$ cat src/wwr_pkg.sv
// Constants and types of the window watchdog reset block
//
// What this block does
// - Trigger counts only if low longer than 7 us; shorter pulses ignored.
// - Missing valid trigger in the required interval produces a reset pulse.
// - Lead time for the first trigger lasts 3948 oscillator periods.
// - Closed window is 553 periods, open window 527 periods.
// - Watchdog is fully off while the device sleeps.
// - Active low-power mode granted only with the disable bit set.
// - Disable bit becomes one only after two consecutive command words write one.
// - Divider strap high through the 4 ms startup starts the watchdog disabled.
// - After power-up reset is held low 4 ms, then released and lead starts.
// - After sleep exit the lead time starts at the rising reset edge.
// - A valid trigger during lead time starts the closed window at once.
// - Lead time expiry without trigger gives a 4 ms watchdog reset.
// - A valid trigger in the open window starts a new closed window.
// - Open window elapsing without trigger pulls reset low.
// - A valid trigger in the closed window pulls reset low immediately.
// - Faulty timing resistor keeps producing resets unless watchdog disabled.
package wwr_pkg;

    // ------------------------------------------------------------
    // Clock and times
    // ------------------------------------------------------------
    localparam int CLK_PERIOD_NS  = 8;
    localparam int TRIG_MIN_NS    = 7000;
    localparam int TRIG_MIN_CYC   = (TRIG_MIN_NS + CLK_PERIOD_NS - 1) / CLK_PERIOD_NS;
    localparam int RESET_TIME_NS  = 4000000;
    localparam int RESET_TIME_CYC = (RESET_TIME_NS + CLK_PERIOD_NS - 1) / CLK_PERIOD_NS;
    localparam int OSC_PERIOD_NS  = 39900;
    localparam int OSC_PERIOD_CYC = OSC_PERIOD_NS / CLK_PERIOD_NS;
    localparam int FAULT_OSC_CYC  = 64;

    // ------------------------------------------------------------
    // Window lengths in oscillator periods
    // ------------------------------------------------------------
    localparam int          WIN_W      = 12;
    localparam logic [11:0] LEAD_PER   = 12'hF6C;
    localparam logic [11:0] CLOSED_PER = 12'h229;
    localparam logic [11:0] OPEN_PER   = 12'h20F;
    localparam int          RCNT_W     = 20;
    localparam int          OSC_W      = 16;
    localparam int          TRIG_W     = 12;

    // ------------------------------------------------------------
    // States
    // ------------------------------------------------------------
    typedef enum logic [5:0] {
        ST_STARTUP = 6'h01,
        ST_LEAD    = 6'h02,
        ST_CLOSED  = 6'h04,
        ST_OPEN    = 6'h08,
        ST_WDRESET = 6'h10,
        ST_OFF     = 6'h20
    } wwr_state_t;

    // ------------------------------------------------------------
    // Configuration command word
    // ------------------------------------------------------------
    typedef struct packed {
        logic write;
        logic wd_disable;
    } wwr_cfg_cmd_t;

endpackage

$ cat src/wwr_trig_filter.sv
// Trigger glitch filter: one pulse per low phase longer than the minimum
module wwr_trig_filter #(
    parameter int MIN_CYC = wwr_pkg::TRIG_MIN_CYC
) (
    // Clock and reset
    input  wire logic ref_clk_i,
    input  wire logic rst_n_i,
    // Trigger pin
    input  wire logic wd_trigger_n_i,
    // Accepted trigger
    output logic      valid_o
);

    logic [wwr_pkg::TRIG_W-1:0] cnt_reg;
    logic [wwr_pkg::TRIG_W-1:0] cnt_next;
    logic                       fired_reg;
    logic                       fired_next;
    logic                       valid_reg;
    logic                       valid_next;

    // ------------------------------------------------------------
    // Low-phase measurement
    // ------------------------------------------------------------
    always_comb begin
        cnt_next   = cnt_reg;
        fired_next = fired_reg;
        valid_next = 1'b0;
        if (wd_trigger_n_i) begin
            cnt_next   = '0;
            fired_next = 1'b0;
        end else if (!fired_reg) begin
            if (cnt_reg == wwr_pkg::TRIG_W'(MIN_CYC)) begin
                valid_next = 1'b1;
                fired_next = 1'b1;
            end else begin
                cnt_next = cnt_reg + 1'b1;
            end
        end
    end

    always_ff @(posedge ref_clk_i) begin
        if (!rst_n_i) begin
            cnt_reg   <= '0;
            fired_reg <= 1'b0;
            valid_reg <= 1'b0;
        end else begin
            cnt_reg   <= cnt_next;
            fired_reg <= fired_next;
            valid_reg <= valid_next;
        end
    end

    assign valid_o = valid_reg;

endmodule

$ cat src/wwr_osc_tick.sv
// Watchdog oscillator model: one tick per oscillator period
module wwr_osc_tick #(
    parameter int PERIOD_CYC = wwr_pkg::OSC_PERIOD_CYC,
    parameter int FAULT_CYC  = wwr_pkg::FAULT_OSC_CYC
) (
    // Clock and reset
    input  wire logic ref_clk_i,
    input  wire logic rst_n_i,
    // Control
    input  wire logic restart_i,
    input  wire logic fault_i,
    // Tick
    output logic      tick_o
);

    logic [wwr_pkg::OSC_W-1:0] cnt_reg;
    logic [wwr_pkg::OSC_W-1:0] cnt_next;
    logic [wwr_pkg::OSC_W-1:0] last;
    logic                      tick_reg;
    logic                      tick_next;

    // ------------------------------------------------------------
    // Period divider
    // ------------------------------------------------------------
    always_comb begin
        last      = fault_i ? wwr_pkg::OSC_W'(FAULT_CYC - 1) : wwr_pkg::OSC_W'(PERIOD_CYC - 1);
        cnt_next  = cnt_reg + 1'b1;
        tick_next = 1'b0;
        if (restart_i) begin
            cnt_next = '0;
        end else if (cnt_reg >= last) begin
            cnt_next  = '0;
            tick_next = 1'b1;
        end
    end

    always_ff @(posedge ref_clk_i) begin
        if (!rst_n_i) begin
            cnt_reg  <= '0;
            tick_reg <= 1'b0;
        end else begin
            cnt_reg  <= cnt_next;
            tick_reg <= tick_next;
        end
    end

    assign tick_o = tick_reg;

endmodule

$ cat src/wwr_top.sv
// Window watchdog with reset output, disable logic and low-power gate
module wwr_top #(
    parameter int RESET_CYC  = wwr_pkg::RESET_TIME_CYC,
    parameter int OSC_CYC    = wwr_pkg::OSC_PERIOD_CYC,
    parameter int FAULT_CYC  = wwr_pkg::FAULT_OSC_CYC,
    parameter int TRIG_CYC   = wwr_pkg::TRIG_MIN_CYC
) (
    // Clock and reset
    input  wire logic                  ref_clk_i,
    input  wire logic                  rst_n_i,
    // Host trigger
    input  wire logic                  wd_trigger_n_i,
    // Straps and fault
    input  wire logic                  divider_strap_pin_i,
    input  wire logic                  osc_resistor_pin_i,
    // Mode control
    input  wire logic                  sleep_i,
    input  wire logic                  lp_request_i,
    // Configuration command word
    input  wire wwr_pkg::wwr_cfg_cmd_t cfg_cmd_i,
    // Reset pin, open drain
    output logic                       reset_n_o,
    output logic                       reset_n_oe_o,
    // Status
    output logic                       wd_disable_bit_o,
    output logic                       strap_disabled_o,
    output logic                       wd_running_o,
    output logic                       lp_grant_o
);

    wwr_pkg::wwr_state_t         state_reg;
    wwr_pkg::wwr_state_t         state_next;
    logic [wwr_pkg::RCNT_W-1:0]  rcnt_reg;
    logic [wwr_pkg::RCNT_W-1:0]  rcnt_next;
    logic [wwr_pkg::WIN_W-1:0]   wcnt_reg;
    logic [wwr_pkg::WIN_W-1:0]   wcnt_next;
    logic                        dis_bit_reg;
    logic                        dis_bit_next;
    logic                        dis_pend_reg;
    logic                        dis_pend_next;
    logic                        strap_reg;
    logic                        strap_next;
    logic                        rst_out_reg;
    logic                        rst_out_next;
    logic                        run_reg;
    logic                        run_next;
    logic                        lp_reg;
    logic                        lp_next;
    logic                        trig_valid;
    logic                        tick;
    logic                        tick_restart;
    logic                        disabled;
    logic                        rcnt_done;
    logic                        win_last;

    // ------------------------------------------------------------
    // Trigger filter and oscillator
    // ------------------------------------------------------------
    wwr_trig_filter #(
        .MIN_CYC        (TRIG_CYC)
    ) u_trig (
        .ref_clk_i      (ref_clk_i),
        .rst_n_i        (rst_n_i),
        .wd_trigger_n_i (wd_trigger_n_i),
        .valid_o        (trig_valid)
    );

    wwr_osc_tick #(
        .PERIOD_CYC     (OSC_CYC),
        .FAULT_CYC      (FAULT_CYC)
    ) u_osc (
        .ref_clk_i      (ref_clk_i),
        .rst_n_i        (rst_n_i),
        .restart_i      (tick_restart),
        .fault_i        (osc_resistor_pin_i),
        .tick_o         (tick)
    );

    // ------------------------------------------------------------
    // Disable bit with double write
    // ------------------------------------------------------------
    always_comb begin
        dis_bit_next  = dis_bit_reg;
        dis_pend_next = dis_pend_reg;
        if (cfg_cmd_i.write) begin
            if (cfg_cmd_i.wd_disable) begin
                dis_pend_next = 1'b1;
                if (dis_pend_reg) begin
                    dis_bit_next = 1'b1;
                end
            end else begin
                dis_pend_next = 1'b0;
                dis_bit_next  = 1'b0;
            end
        end
    end

    always_ff @(posedge ref_clk_i) begin
        if (!rst_n_i) begin
            dis_bit_reg  <= 1'b0;
            dis_pend_reg <= 1'b0;
        end else begin
            dis_bit_reg  <= dis_bit_next;
            dis_pend_reg <= dis_pend_next;
        end
    end

    assign disabled = dis_bit_reg | strap_reg;

    // ------------------------------------------------------------
    // Sequence control
    // ------------------------------------------------------------
    assign rcnt_done = (rcnt_reg == wwr_pkg::RCNT_W'(RESET_CYC - 1));

    always_comb begin
        state_next   = state_reg;
        rcnt_next    = rcnt_reg;
        wcnt_next    = wcnt_reg;
        strap_next   = strap_reg;
        tick_restart = 1'b0;
        win_last     = 1'b0;
        case (state_reg)
            wwr_pkg::ST_STARTUP: begin
                rcnt_next = rcnt_reg + 1'b1;
                if (rcnt_done) begin
                    strap_next   = divider_strap_pin_i;
                    rcnt_next    = '0;
                    wcnt_next    = '0;
                    tick_restart = 1'b1;
                    state_next   = (divider_strap_pin_i | dis_bit_reg) ?
                                   wwr_pkg::ST_OFF : wwr_pkg::ST_LEAD;
                end
            end
            wwr_pkg::ST_LEAD: begin
                win_last = (wcnt_reg == wwr_pkg::WIN_W'(wwr_pkg::LEAD_PER - 1'b1));
                if (trig_valid) begin
                    wcnt_next    = '0;
                    tick_restart = 1'b1;
                    state_next   = osc_resistor_pin_i ?
                                   wwr_pkg::ST_WDRESET : wwr_pkg::ST_CLOSED;
                end else if (tick) begin
                    wcnt_next = wcnt_reg + 1'b1;
                    if (win_last) begin
                        state_next = wwr_pkg::ST_WDRESET;
                    end
                end
            end
            wwr_pkg::ST_CLOSED: begin
                win_last = (wcnt_reg == wwr_pkg::WIN_W'(wwr_pkg::CLOSED_PER - 1'b1));
                if (trig_valid) begin
                    state_next = wwr_pkg::ST_WDRESET;
                end else if (tick) begin
                    wcnt_next = wcnt_reg + 1'b1;
                    if (win_last) begin
                        wcnt_next  = '0;
                        state_next = wwr_pkg::ST_OPEN;
                    end
                end
            end
            wwr_pkg::ST_OPEN: begin
                win_last = (wcnt_reg == wwr_pkg::WIN_W'(wwr_pkg::OPEN_PER - 1'b1));
                if (trig_valid) begin
                    wcnt_next    = '0;
                    tick_restart = 1'b1;
                    state_next   = osc_resistor_pin_i ?
                                   wwr_pkg::ST_WDRESET : wwr_pkg::ST_CLOSED;
                end else if (tick) begin
                    wcnt_next = wcnt_reg + 1'b1;
                    if (win_last) begin
                        state_next = wwr_pkg::ST_WDRESET;
                    end
                end
            end
            wwr_pkg::ST_WDRESET: begin
                rcnt_next = rcnt_reg + 1'b1;
                if (rcnt_done) begin
                    rcnt_next    = '0;
                    wcnt_next    = '0;
                    tick_restart = 1'b1;
                    state_next   = disabled ? wwr_pkg::ST_OFF : wwr_pkg::ST_LEAD;
                end
            end
            wwr_pkg::ST_OFF: begin
                if (!disabled) begin
                    wcnt_next    = '0;
                    tick_restart = 1'b1;
                    state_next   = wwr_pkg::ST_LEAD;
                end
            end
            default: begin
                rcnt_next  = '0;
                state_next = wwr_pkg::ST_STARTUP;
            end
        endcase
        if (disabled && (state_reg != wwr_pkg::ST_STARTUP) &&
            (state_reg != wwr_pkg::ST_WDRESET)) begin
            state_next = wwr_pkg::ST_OFF;
        end
        if (sleep_i) begin
            rcnt_next  = '0;
            wcnt_next  = '0;
            strap_next = 1'b0;
            state_next = wwr_pkg::ST_STARTUP;
        end
    end

    always_ff @(posedge ref_clk_i) begin
        if (!rst_n_i) begin
            state_reg <= wwr_pkg::ST_STARTUP;
            rcnt_reg  <= '0;
            wcnt_reg  <= '0;
            strap_reg <= 1'b0;
        end else begin
            state_reg <= state_next;
            rcnt_reg  <= rcnt_next;
            wcnt_reg  <= wcnt_next;
            strap_reg <= strap_next;
        end
    end

    // ------------------------------------------------------------
    // Registered outputs
    // ------------------------------------------------------------
    always_comb begin
        rst_out_next = (state_next == wwr_pkg::ST_STARTUP) ||
                       (state_next == wwr_pkg::ST_WDRESET);
        run_next     = (state_next == wwr_pkg::ST_LEAD) ||
                       (state_next == wwr_pkg::ST_CLOSED) ||
                       (state_next == wwr_pkg::ST_OPEN);
        lp_next      = lp_request_i & dis_bit_next & ~sleep_i;
    end

    always_ff @(posedge ref_clk_i) begin
        if (!rst_n_i) begin
            rst_out_reg <= 1'b1;
            run_reg     <= 1'b0;
            lp_reg      <= 1'b0;
        end else begin
            rst_out_reg <= rst_out_next;
            run_reg     <= run_next;
            lp_reg      <= lp_next;
        end
    end

    assign reset_n_o        = 1'b0;
    assign reset_n_oe_o     = rst_out_reg;
    assign wd_disable_bit_o = dis_bit_reg;
    assign strap_disabled_o = strap_reg;
    assign wd_running_o     = run_reg;
    assign lp_grant_o       = lp_reg;

endmodule

$ cat config.mk
export PLATFORM = sky130hd
export DESIGN_NAME = wwr_top
export DESIGN_NICKNAME = d
export VERILOG_FILES = /design/src/wwr_pkg.sv /design/src/wwr_trig_filter.sv /design/src/wwr_osc_tick.sv /design/src/wwr_top.sv
export SDC_FILE = /design/constraint.sdc
export NUM_CORES = 1
export LEC_CHECK = 0
export ABC_AREA = 1
export CAP_MARGIN = 20
export CORE_AREA = 2 2 88 123
export CTS_CLUSTER_DIAMETER = 50
export DETAILED_ROUTE_END_ITERATION = 8
export DIE_AREA = 0 0 90 125
export DONT_BUFFER_PORTS = 1
export PLACE_DENSITY = 0.61
export SLEW_MARGIN = 10
export SYNTH_ARGS = -nofsm -noshare
export SYNTH_HDL_FRONTEND = slang
export SYNTH_SLANG_ARGS = --single-unit
export TNS_END_PERCENT = 5
$ cat constraint.sdc
create_clock -name ref_clk_i -period 2.4 [get_ports ref_clk_i]
set_input_delay 0.12 -clock ref_clk_i [delete_from_list [all_inputs] [get_ports ref_clk_i]]
set_output_delay 0.12 -clock ref_clk_i [all_outputs]
set_load 0.1 [all_outputs]
# [Word level (Yosys, flattened, before mapping)]
# Cells that the tools add are included.
[word_totals] out_inout_bits=6 wordCells=107 input_bits=9 regBits=75
[op_classes] add_sub_neg=4 bitwise_logic=8 n_lt_le_gt_ge=1 mux=40 eq_ne=23 n_reduce_logical=17
[ops] op="$mux W6" count=16
[ops] op="$mux W12" count=7
[ops] op="$pmux W12 S4" count=1
[ops] op="$pmux W20 S2" count=1
[ops] op="$eq A12 B10 Y1 const B" count=3
[ops] op="$pmux W6 S6" count=1
[ops] op="$add A12 B1 Y12 const B" count=2
[ops] op="$add A20 B1 Y20 const B" count=1
[ops] op="$eq A20 B19 Y1 const B" count=1
[ops] op="$mux W20" count=1
[ops] op="$add A16 B1 Y16 const B" count=1
[ops] op="$ge A16 B16 Y1" count=1
[ops] op="$mux W13" count=1
[ops] op="$eq A12 B12 Y1 const B" count=1
[ops] op="$eq A6 B1 Y1 const B" count=2
[ops] op="$eq A6 B2 Y1 const B" count=2
[ops] op="$eq A6 B3 Y1 const B" count=2
[ops] op="$eq A6 B4 Y1 const B" count=2
[ops] op="$eq A6 B5 Y1 const B" count=2
[ops] op="$mux W1" count=10
[ops] op="$reduce_or A2 Y1" count=5
[ops] op="$eq A6 B6 Y1 const B" count=1
[ops] op="$ne A6 B1 Y1 const B" count=1
[ops] op="$ne A6 B5 Y1 const B" count=1
[ops] op="15 further kinds" count=27

# [Logic depth before layout (Yosys ltp)]
# Gate-level depths: netlist of the first run.
[logic_depth] word_depth=10 ltp_mapped=13

# [Modules after synthesis]
# A second synthesis of the first run with hierarchy kept.
[unflattened] cells_unflattened=747 hier_area_um2=4892.2
[by_module_without_submodules] module="wwr_top" instances=1 cells_each=505 area_per_inst_um2=3148.0 seq_area_each_um2=880.8
[by_module_without_submodules] module="wwr_osc_tick" instances=1 cells_each=114 area_per_inst_um2=937.1 seq_area_each_um2=340.3
[by_module_without_submodules] module="wwr_trig_filter" instances=1 cells_each=128 area_per_inst_um2=807.0 seq_area_each_um2=280.3

# [Worst setup path before layout of the first run]
# Ideal clock, no wire load.
[synth_timing] path_kind="register to register" startpoint="reg dis_bit_reg (netlist: wd_disable_bit_o)" endpoint="reg u_osc.cnt_reg[3] (netlist bit)" path_stages_with_launch=8 t_arrival_ns=1.858 slack_ns=0.478 path_buffers=1 path_cell_list="dfxtp_1 nor2_1 nand2_1 o211ai_1 a21oi_1 nand2_1 buf_4 nor2_1"
[synth_via] elab_chain_cells=4
[synth_rtl] item="start, declared" line="wwr_top.sv:37" text="logic dis_bit_reg;"
[synth_rtl] item="start signal, assigned" line="wwr_top.sv:103" text="dis_bit_reg <= dis_bit_next;"
[synth_rtl] item="$or A1 B1 Y1" line="wwr_top.sv:108" text="assign disabled = dis_bit_reg | strap_reg;"
[synth_rtl] item="$mux W1" line="wwr_top.sv:184" text="if (!disabled) begin"
[synth_rtl] item="$pmux W1 S3" line="wwr_top.sv:122" text="case (state_reg)"
[synth_rtl] item="$reduce_or A3 Y1 (no source line)"
[synth_rtl] item="end signal, assigned" line="wwr_osc_tick.sv:42" text="cnt_reg <= cnt_next;"
[synth_rtl] item="end, declared" line="wwr_osc_tick.sv:16" text="logic [wwr_pkg::OSC_W-1:0] cnt_reg;"
# Every way passes these cells.
# A chain may end at the register's enable or synchronous reset.

# [Worst setup path after layout of the first run]
[layout_timing] startpoint="reg state_reg[1]" endpoint="reg u_osc.cnt_reg[13] (netlist bit)"
[layout_via] elab_chain_cells=4 elab_cells_between_ends=9 cone_classes="eq/ne: 5; mux: 1; reduce/logical: 3"
[layout_rtl] item="start, declared" line="wwr_top.sv:31" text="wwr_pkg::wwr_state_t state_reg;"
[layout_rtl] item="start signal, assigned" line="wwr_top.sv:209" text="state_reg <= wwr_pkg::ST_STARTUP;"
[layout_rtl] item="start signal, assigned" line="wwr_top.sv:214" text="state_reg <= state_next;"
[layout_rtl] item="$eq A6 B5 Y1 (tied with other cells)" line="wwr_top.sv:122"
[layout_rtl] item="$reduce_or A2 Y1 (no source line)"
[layout_rtl] item="$pmux W1 S3 (*)" line="wwr_top.sv:122"
[layout_rtl] item="$reduce_or A3 Y1 (no source line) (*)"
# Every way passes the cells marked *; elsewhere a longest branch is shown, timed or not.

==> results of run 1 <==
==> how the worst min path moves through the flow <==
stage	from	to	slack, ns	cells past startpoint
4_1_cts	divider_strap_pin_i	strap_disabled_o	0.002	2
6_report	divider_strap_pin_i	strap_disabled_o	0.01	2
3_3_place_gp	rst_n_i	state_reg[0]	0.22	1
2_1_floorplan	rst_n_i	reset_n_oe_o	0.20	1
3_5_place_dp	rst_n_i	reset_n_oe_o	0.22	1
5_1_grt	sleep_i	wcnt_reg[0]	0.05	3
==> cell type report <==
class / count / area (sq um)
sequential: 75 / 1500
multi-input combinational: 500 / 2540
fill: 1091 / 5310
timing repair buffer: 9 / 80.1
clock buffer: 10 / 239
tap: 138 / 173
inverter: 87 / 327
clock inverter: 6 / 65.1
==> per-layer routing <==
| metal | wire length, microns | up-vias | GRT usage (%) | share of wire (%) |
|---|---|---|---|---|
| met5 | 0 | - | 0 | 0 |
| met4 | 176 | 0 | 6.61 | 1.7 |
| met1 | 4530 | 1906 | 22.0 | 44 |
| li1 | - | 2181 | - | - |
| met2 | 5230 | 75 | 34.3 | 51 |
| met3 | 343 | 14 | 3.49 | 3.3 |
==> power by group through the flow <==
| stage | logic (W) | registers [W] | clock network, W |
|---|---|---|---|
| floorplan | 0.0000521 | 0.00129 | 0 |
| global placement | 0.0000679 | 0.00129 | 0 |
| detailed placement | 0.0000691 | 0.00129 | 0 |
| CTS | 0.0000761 | 0.00126 | 0.00140 |
| global route | 0.0000875 | 0.00126 | 0.00144 |
| finish | 0.0000757 | 0.00126 | 0.00136 |
==> placed cells by master, fill, tap and decap left out, types with 3 or more instances in the layout <==
| cell type | n |
|---|---|
| ha_1 | 12 |
| o21ai_0 | 27 |
| nor2_4 | 3 |
| conb_1 | 3 |
| nor2_1 | 102 |
| dlygate4sd3_1 | 5 |
| o21ai_1 | 6 |
| nand4_1 | 21 |
| inv_1 | 79 |
| inv_2 | 7 |
| nand2_1 | 153 |
| nand2_4 | 3 |
| nand2_2 | 5 |
| buf_4 | 4 |
| xor2_1 | 20 |
| nor2_2 | 6 |
| xnor2_1 | 8 |
| nor3_1 | 27 |
| nor4_1 | 3 |
| clkbuf_16 | 9 |
| a21oi_1 | 40 |
| nand3_1 | 44 |
| dfxtp_1 | 75 |
| nand3_2 | 3 |
==> kinds of logic after synthesis <==
logic type      share of synthesized area, %
fa+ha+maj                               3.37
other cells                           0.0843
flops                                   33.7
compound gates                          9.45
xor+xnor                                5.51
simple gates                            38.5
buf+inv                                 9.33
==> repair_timing <==
item / CTS / global route
hold buffers: 5 / 0
endpoints found under the setup margin: 0 / 0
setup buffers: 0 / 0
endpoints found under the hold margin: 5 / 0
==> through the flow <==
step | instances | area, sq um | setup WS, ns | hold slack, ns
final | 825 | 4930 | 0.430 | 0.0134
after global routing | 825 | 4930 | 0.213 | 0.0455
after CTS | 825 | 4930 | 0.415 | 0.00246
after detailed placement | 804 | 4570 | 0.428 | 0.218
after global placement | 804 | 4570 | 0.469 | 0.224
after floorplan | 678 | 4460 | 0.478 | 0.205
==> results.ini, run 1 <==
[power]
internal_power_w=0.00211
sw_frac_of_total_pct=21.8
ir_drop_uv=415
seqPwrFrac_pct=46.8
combinationalPowerShare_pct=2.8
leakagePower_nw=1.87
clock_power_share_pct=50.4
power_w=0.00270
switching_power_w=0.000587
powerDensity_mw_per_mm2=548

[worst_setup_path]
r2r_end=u_osc.cnt_reg[13]
crit_path_end=u_osc.cnt_reg[13]
cp_max_fo=14
critPathKind=register to register
start_kind=register
startpoint=state_reg[1]
worstReg2RegStart=state_reg[1]
cp_data_required_time_ns=2.60
crit_path_max_incr_delay_ns=0.38
regToRegSetupSlack_ns=0.43
crit_slowest_cell=nand2_1
crit_family=simple AND/OR/NAND/NOR gates
critPathBufInv=2
critical_path_cell_count=10
reg2reg_depth=10
cp-end-kind=register
arrival_ns=2.17
worstPathCellList=nor2_2 -> nand2_1 -> nor2_2 -> inv_2 -> nand2_4 -> inv_2 -> o211ai_1 -> a21oi_1 -> nand2_1 -> nor2_1

[drt]
viasPerCell=5.06
wire_per_inst_microns=12.5
drt_wl_total_mm=10.3
first_iter_violations=256
route.detailed.drc=0
ant_nets=0
via_count=4176
drt_pre_antenna_iters=5

[clock_tree]
clk_latency_ns=0.33
tritoncts=built
cts.path.max_buffers=2
cts_resized=0
root_buffer=clkbuf_16
cts.sinks=75
clk_pin_slew_ns=0.06
cts_max_level=3
cts_buffers=9

[logic_synthesis]
ys_seq_area_share_pct=33.7
synth_top_area_share_pct=33.7
yosysTopAreaCell=dfxtp_1
synthCells=676
synth-seq-cells=75
synthesis.area_sq_mm=0.00445
synth_warnings=0
ys_top_cells_by_count=153 x nand2_1, 102 x nor2_1, 79 x inv_1, 75 x dfxtp_1, 44 x nand3_1
dominantRegCellSynth=dfxtp_1
syn_avg_cell_area_sq_um=6.58
synth-edff-count=0
async_reset_ff_share_pct=0
yosysMostFrequentCell=nand2_1
synth_area_leaders=dfxtp_1 34%, nand2_1 13%, nor2_1 8.6%
ys_types=38

[final_layout]
layout-drive-gt1-share_pct=7.57
nets=703
largest_reg_flops=20
area_delta_synth_final_pct=10.7
postLayoutCoreUtil_pct=48.1
diodes=0

[floorplanning]
ios=15
fp-row-count=44
dieArea_sq_mm=0.0113
start_util_pct=43.5
core-area_sq_mm=0.0102
die_h_microns=125
fp.dieW_microns=90

[global_routing]
antenna_found_initial=0
grt_start_max_net_pins=18
grt_usage_pct=18.8
grt-ovfl-total=0
grt_pass1_vias=4041
grt_first_pass_wirelength_mm=17.8

[outcome]
run_status=complete, no violations

[placement]
io_buffer_count=0
place.gp.congestion=0.870
hpwl_mm=7.77

[timing]
rsz0062_at_grt=no
relSlewSlack_pct=36.7
fin_worst_skew_ns=0.00666
setup_tns_ns=0
worstMarginPinSlew_ns=0.948
final.min_clock_period_ns=1.97
finalSetupViolCount=0
fmax_mhz=508
finalCritPeriodShare_pct=82.1
hold_viol=0
final_max_slew_viol_count=0

[run]
maxCapViolCount=0

[min_path]
hp-class=primary input to register

Note: power is estimated with default switching activity, not from simulation.
==> run 2: changes to the inputs <==
clock period = 1.9 ns   (was 2.4 ns; I/O delays follow)
==> results.ini, run 2 (synthesis results as in run 1) <==
[outcome]
run_status=complete, no violations

[final_layout]
layout-drive-gt1-share_pct=13.2  ; +5.6 points
diodes=0  ; unchanged
postLayoutCoreUtil_pct=50.9  ; +2.8 points
nets=737  ; +4.8%
layout_commonest_cell=nand2_1
area_delta_synth_final_pct=17.1
stdcell_area_sq_mm=0.00521  ; +5.8%
final_cell_mix=153 x nand2_1, 99 x nor2_1, 79 x inv_1
largest_reg_flops=20  ; unchanged

[worst_setup_path]
crit_family=simple AND/OR/NAND/NOR gates
cp_data_required_time_ns=2.17  ; -0.43 ns
cp-end-kind=register
startpoint=rcnt_reg[0]
critPathKind=register to register
r2r_end=wcnt_reg[1]
arrival_ns=2.07  ; -0.10 ns
regToRegSetupSlack_ns=0.10  ; -0.33 ns
start_kind=register
crit_path_max_incr_delay_ns=0.34  ; -0.04 ns
cpMostUsedCell=nor2_4
reg2reg_depth=12  ; +2
cp_max_fo=7  ; -7
worstPathCellList=ha_2 -> nand2_1 -> nor2_4 -> inv_2 -> nor2_4 -> nand2_4 -> nand2_4 -> nand3_4 -> nor2_4 -> buf_4 -> nand3_1 -> a21oi_1
crit_slowest_cell=dfxtp_2
critPathBufInv=2  ; unchanged
worstReg2RegStart=rcnt_reg[0]
crit_path_end=wcnt_reg[1]
critical_path_cell_count=12  ; +2

[timing]
setup_tns_ns=0  ; unchanged
finalSetupViolCount=0  ; unchanged
finalCritPeriodShare_pct=94.6  ; +13 points
final_max_slew_viol_count=0  ; unchanged
hold_viol=0  ; unchanged
rsz0062_at_grt=yes
fin_worst_skew_ns=0.00542  ; -0.00124 ns
fmax_mhz=556  ; +9.6%
final.min_clock_period_ns=1.80  ; -0.172 ns

[drt]
drt_wl_total_mm=10.7  ; +4.0%
viasPerCell=5.12  ; +1.1%
wire_per_inst_microns=12.5  ; +0.13%
ant_nets=0  ; unchanged
route.detailed.drc=0  ; unchanged
via_count=4386  ; +5.0%
drt_pre_antenna_iters=5  ; unchanged
first_iter_violations=243  ; -5.1%

[placement]
postPlaceCellArea_sq_mm=0.00479  ; +4.8%
hpwl_mm=7.99  ; +2.9%
io_buffer_count=0  ; unchanged
place.gp.congestion=0.893  ; +2.6%

[min_path]
hp-class=primary input to register

[clock_tree]
root_buffer=clkbuf_16
cts.path.max_buffers=2  ; unchanged
clk_pin_slew_ns=0.06  ; about the same
tritoncts=built
cts_max_level=3  ; unchanged
cts_buffers=9  ; unchanged
clk_latency_ns=0.33  ; about the same
cts.sinks=75  ; unchanged

[power]
leakagePower_nw=2.02  ; +8.1%
powerDensity_mw_per_mm2=621  ; +13%
power_w=0.00324  ; +20%
ir_drop_uv=524  ; +26%

[floorplanning]
die_h_microns=125  ; unchanged
dieArea_sq_mm=0.0113  ; unchanged
fp-row-count=44  ; unchanged
ios=15  ; unchanged
core-area_sq_mm=0.0102  ; unchanged
fp.dieW_microns=90  ; unchanged
start_util_pct=43.5  ; unchanged

[global_routing]
grt-ovfl-total=0  ; unchanged
grt_usage_pct=19.6  ; +0.72 points
grt_pass1_vias=4146  ; +2.6%
grt_first_pass_wirelength_mm=18.3  ; +2.8%
antenna_found_initial=0  ; unchanged
grt_start_max_net_pins=16  ; -2

[run]
maxCapViolCount=0  ; unchanged

-- run 2: cell type report --
cell class	count	area [sq um]
clock buffer	12	246
clock inverter	2	13.8
fill	1076	5030
inverter	87	327
multi-input combinational	501	2590
sequential	75	1510
tap	138	173
timing repair buffer	42	349
-- run 2: metrics by stage --
step / cells / setup slack, ns / hold WS, ns
finish: 857 / 0.103 / 0.0100
global route: 857 / -0.0166 / 0.0412
CTS: 852 / 0.0161 / 0.00322
detailed placement: 831 / 0.0376 / 0.190
global placement: 831 / 0.103 / 0.188
floorplan: 678 / 0.251 / 0.180
-- run 2: worst min path at each step --
stage	startpoint	endpoint	slack, ns	cells past startpoint
2_1_floorplan	rst_n_i	reset_n_oe_o	0.18	1
3_3_place_gp	rst_n_i	state_reg[0]	0.19	1
3_5_place_dp	rst_n_i	reset_n_oe_o	0.19	1
4_1_cts	sleep_i	state_reg[5]	0.003	3
5_1_grt	sleep_i	state_reg[5]	0.04	3
6_report	sleep_i	state_reg[5]	0.01	3
-- run 2: power by group --
group          internal, W  switching, W  leakage, nW  total (W)
clock network     0.000905      0.000629        0.128    0.00153
registers          0.00158    0.00000719        0.609    0.00159
logic            0.0000414     0.0000706         1.28   0.000112
total              0.00253      0.000707         2.02    0.00324
-- run 2: layer usage --
| metal | part of all wire [%] | track usage [%] |
|---|---|---|
| met1 | 43 | 22.6 |
| met4 | 3.3 | 9.05 |
| met2 | 51 | 34.8 |
| met3 | 3.1 | 3.61 |
| met5 | 0 | 0 |
-- run 2: timing repair --
item / in CTS / in global routing
buffers inserted: 0 / 4
gates resized for setup: 0 / 23
setup endpoints to repair: 0 / 19
hold buffers: 7 / 0
endpoints found under the hold margin: 7 / 0
-- run 2: worst register-to-register path: cells and delay by family, from the launching register on --
| kind | cells | cell delay (ns) |
|---|---|---|
| flops | 1 | 0.34 |
| compound gates | 1 | 0.13 |
| buf+inv | 2 | 0.20 |
| fa+ha+maj | 1 | 0.19 |
| simple gates | 8 | 0.89 |
==> run 3: changes to the inputs <==
CORE_AREA = 2 2 92 129   (was 2 2 88 123)
DIE_AREA = 0 0 94 131   (was 0 0 90 125)
SYNTH_HIERARCHICAL = 1   (was unset)
==> results.ini, run 3 <==
[timing]
finalCritPeriodShare_pct=95.7  ; +1.1 points
fin_worst_skew_ns=0.00880  ; +0.00338 ns
fmax_mhz=550  ; -1.1%
fin_hold_ws_ns=-0.00484  ; -0.0149 ns
final_max_slew_viol_count=0  ; unchanged
rsz0062_at_grt=yes
finalSetupViolCount=0  ; unchanged
hold_viol=1  ; +1
final.min_clock_period_ns=1.82  ; +0.0205 ns

[logic_synthesis]
yosys.area_share.simple_pct=43.1  ; +4.6 points
async_reset_ff_share_pct=0  ; unchanged
synth-seq-cells=75  ; unchanged
muxShareOfSynthArea_pct=0  ; unchanged
synthesis.area_sq_mm=0.00489  ; +9.9%
ys_seq_area_share_pct=30.7  ; -3.0 points
synth_compound_area_share_pct=7.98  ; -1.5 points
ys_types=43  ; +13%
syn_avg_cell_area_sq_um=6.55  ; -0.52%
synth_top_family_by_area=simple AND/OR/NAND/NOR gates
yosysMostFrequentCell=nand2_1
dominantRegCellSynth=dfxtp_1
ys_top_cells_by_count=178 x nand2_1, 118 x nor2_1, 89 x inv_1, 75 x dfxtp_1, 59 x nand3_1
synthCells=747  ; +11%
yosysTopAreaCell=dfxtp_1
synth-edff-count=0  ; unchanged
yosys.area_share.xor_xnor_pct=4.83  ; -0.68 points
synth_area_leaders=dfxtp_1 31%, nand2_1 14%, nor2_1 9.1%
synth_warnings=6  ; +6
synth_top_area_share_pct=30.7  ; -3.0 points
synthAdderAreaFrac_pct=3.07  ; -0.30 points

[power]
ir_drop_uv=411  ; -21%
leakagePower_nw=2.28  ; +13%
power_w=0.00330  ; +1.9%
seqPwrFrac_pct=48.3  ; -0.8 points
internal_power_w=0.00254  ; +0.20%
sw_frac_of_total_pct=23.1  ; +1.3 points
powerDensity_mw_per_mm2=593  ; -4.5%
clock_power_share_pct=48.4  ; +1.0 points
combinationalPowerShare_pct=3.4  ; about the same
switching_power_w=0.000763  ; +8.0%

[drt]
drt_pre_antenna_iters=5  ; unchanged
drt_wl_total_mm=11.4  ; +6.4%
wire_per_inst_microns=12.3  ; -1.5%
first_iter_violations=271  ; +12%
via_count=4648  ; +6.0%
viasPerCell=5.02  ; -1.9%
ant_nets=0  ; unchanged
route.detailed.drc=0  ; unchanged

[final_layout]
fillCellCount=1137  ; +5.7%
largest_reg_flops=20  ; unchanged
diodes=0  ; unchanged
final_cell_mix=177 x nand2_1, 113 x nor2_1, 89 x inv_1
postLayoutCoreUtil_pct=49.5  ; -1.3 points
area_delta_synth_final_pct=13.7
layout_commonest_cell=nand2_1
layout-drive-gt1-share_pct=17.1  ; +3.9 points
nets=799  ; +8.4%
instances_no_fill=926  ; +8.1%

[worst_setup_path]
crit_family=simple AND/OR/NAND/NOR gates
cp-end-kind=register
critPathBufInv=3  ; +1
crit_path_max_incr_delay_ns=0.40  ; +0.06 ns
cp_max_fo=6  ; -1
cp_data_required_time_ns=2.17  ; about the same
arrival_ns=2.09  ; +0.02 ns
critPathKind=register to register
crit_slowest_cell=dfxtp_1
worstPathCellList=inv_2 -> nor2_1 -> o21ai_0 -> nand3_1 -> nand3_2 -> nor2_8 -> buf_4 -> nand2_1 -> nand2_1 -> inv_1 -> nor2_1
regToRegSetupSlack_ns=0.08  ; -0.02 ns
start_kind=register

[outcome]
violations=hold timing
run_status=complete, but fails checks

[floorplanning]
fp.dieW_microns=94  ; +4.4%
start_util_pct=43.6  ; +0.13 points
fp-row-count=46  ; +4.5%
dieArea_sq_mm=0.0123  ; +9.5%
ios=15  ; unchanged
core-area_sq_mm=0.0112  ; +9.6%
die_h_microns=131  ; +4.8%

[clock_tree]
root_buffer=clkbuf_16
cts_buffers=9  ; unchanged
cts_max_level=3  ; unchanged
cts.path.max_buffers=2  ; unchanged
clk_latency_ns=0.34  ; about the same
clk_pin_slew_ns=0.06  ; about the same
tritoncts=built
cts.sinks=75  ; unchanged

[global_routing]
antenna_found_initial=0  ; unchanged
grt-ovfl-total=0  ; unchanged
grt_pass1_vias=4423  ; +6.7%
grt_first_pass_wirelength_mm=19.3  ; +5.2%
grt_usage_pct=19.5  ; -0.092 points
grt_start_max_net_pins=15  ; -1

[placement]
io_buffer_count=0  ; unchanged
place.gp.congestion=0.972  ; +8.9%
hpwl_mm=8.57  ; +7.2%
placedCellCount=898  ; +8.1%

[min_path]
hp-class=primary input to register

[run]
maxCapViolCount=0  ; unchanged

-- run 3: cell types whose count changed in the layout (fill, tap and decap cells not counted), moves of 8 or more --
cell	before	now
nand2_1	153	177
nand3_1	42	59
a21oi_1	40	24
nor2_2	7	23
nor2_1	99	113
a21oi_2	0	12
inv_1	79	89
nand2_2	4	12
o21ai_0	22	14
o21ai_1	11	3
-- run 3: stage by stage --
stage / TNS, ns / cell area [sq um] / worst slack, ns
after floorplan: 0 / 4900 / 0.141
after detailed placement: 0 / 5120 / 0.000169
after global placement: 0 / 5120 / 0.0449
after global routing: -0.0533 / 5560 / -0.0399
after CTS: 0 / 5470 / 0.0265
final: 0 / 5560 / 0.0821
-- run 3: cell type report --
cell class	count	area [sq um]	area share (%)
multi-input combinational	558	2950	53.1
sequential	75	1510	27.1
inverter	101	382	6.86
timing repair buffer	33	265	4.77
clock buffer	10	239	4.30
tap	144	180	3.24
clock inverter	5	37.5	0.675
-- run 3: power by group through the flow --
| stage | logic, W | registers (W) | clock network [W] |
|---|---|---|---|
| floorplan | 0.0000759 | 0.00163 | 0 |
| CTS | 0.000108 | 0.00159 | 0.00163 |
| global route | 0.000124 | 0.00159 | 0.00169 |
| finish | 0.000112 | 0.00159 | 0.00160 |
| global placement | 0.0000937 | 0.00163 | 0 |
| detailed placement | 0.0000954 | 0.00163 | 0 |
-- run 3: cell families (layout without fill, tap and decap cells) --
| family | Yosys count | count (layout) |
|---|---|---|
| other | 2 | 3 |
| AOI/OAI and AO/OA | 63 | 63 |
| adders and majority gates | 12 | 12 |
| DFF | 75 | 75 |
| and+or+nand+nor | 452 | 453 |
| xor gates and xnor gates | 27 | 27 |
| buffers and inverters | 116 | 149 |
-- run 3: path summary, 6_finish.rpt --
check | start | end | depth (start not counted)
setup / recovery | state_reg[1] | wcnt_reg[0] | 11
hold / removal | rst_n_i | u_trig/cnt_reg[7] | 4
setup reg to reg | state_reg[1] | wcnt_reg[0] | 11
hold reg to reg | u_trig/fired_reg | u_trig/valid_o | 1
-- run 3: what timing repair did --
action	CTS	global route
endpoints found under the setup margin	1	38
buffers inserted	0	5
gates cloned	0	1
hold buffers	7	0
resized for setup	0	15
endpoints found under the hold margin	9	0
pin swaps	1	3
-- run 3: per-layer routing --
| metal | share of wire, % | vias up | global-route usage, % | wire length, microns |
|---|---|---|---|---|
| met5 | 0 | - | 0 | 0 |
| met4 | 3.3 | 0 | 11.2 | 379 |
| met3 | 2.7 | 28 | 2.75 | 303 |
| met2 | 51 | 80 | 35.6 | 5860 |
| met1 | 42 | 2129 | 21.3 | 4840 |
| li1 | - | 2411 | - | - |
-- run 3: worst register-to-register path: cells and delay by family (launching register included) --
family	cells	cell delay, ns
simple gates	7	0.95
flops	1	0.40
buf+inv	3	0.26
compound gates	1	0.15
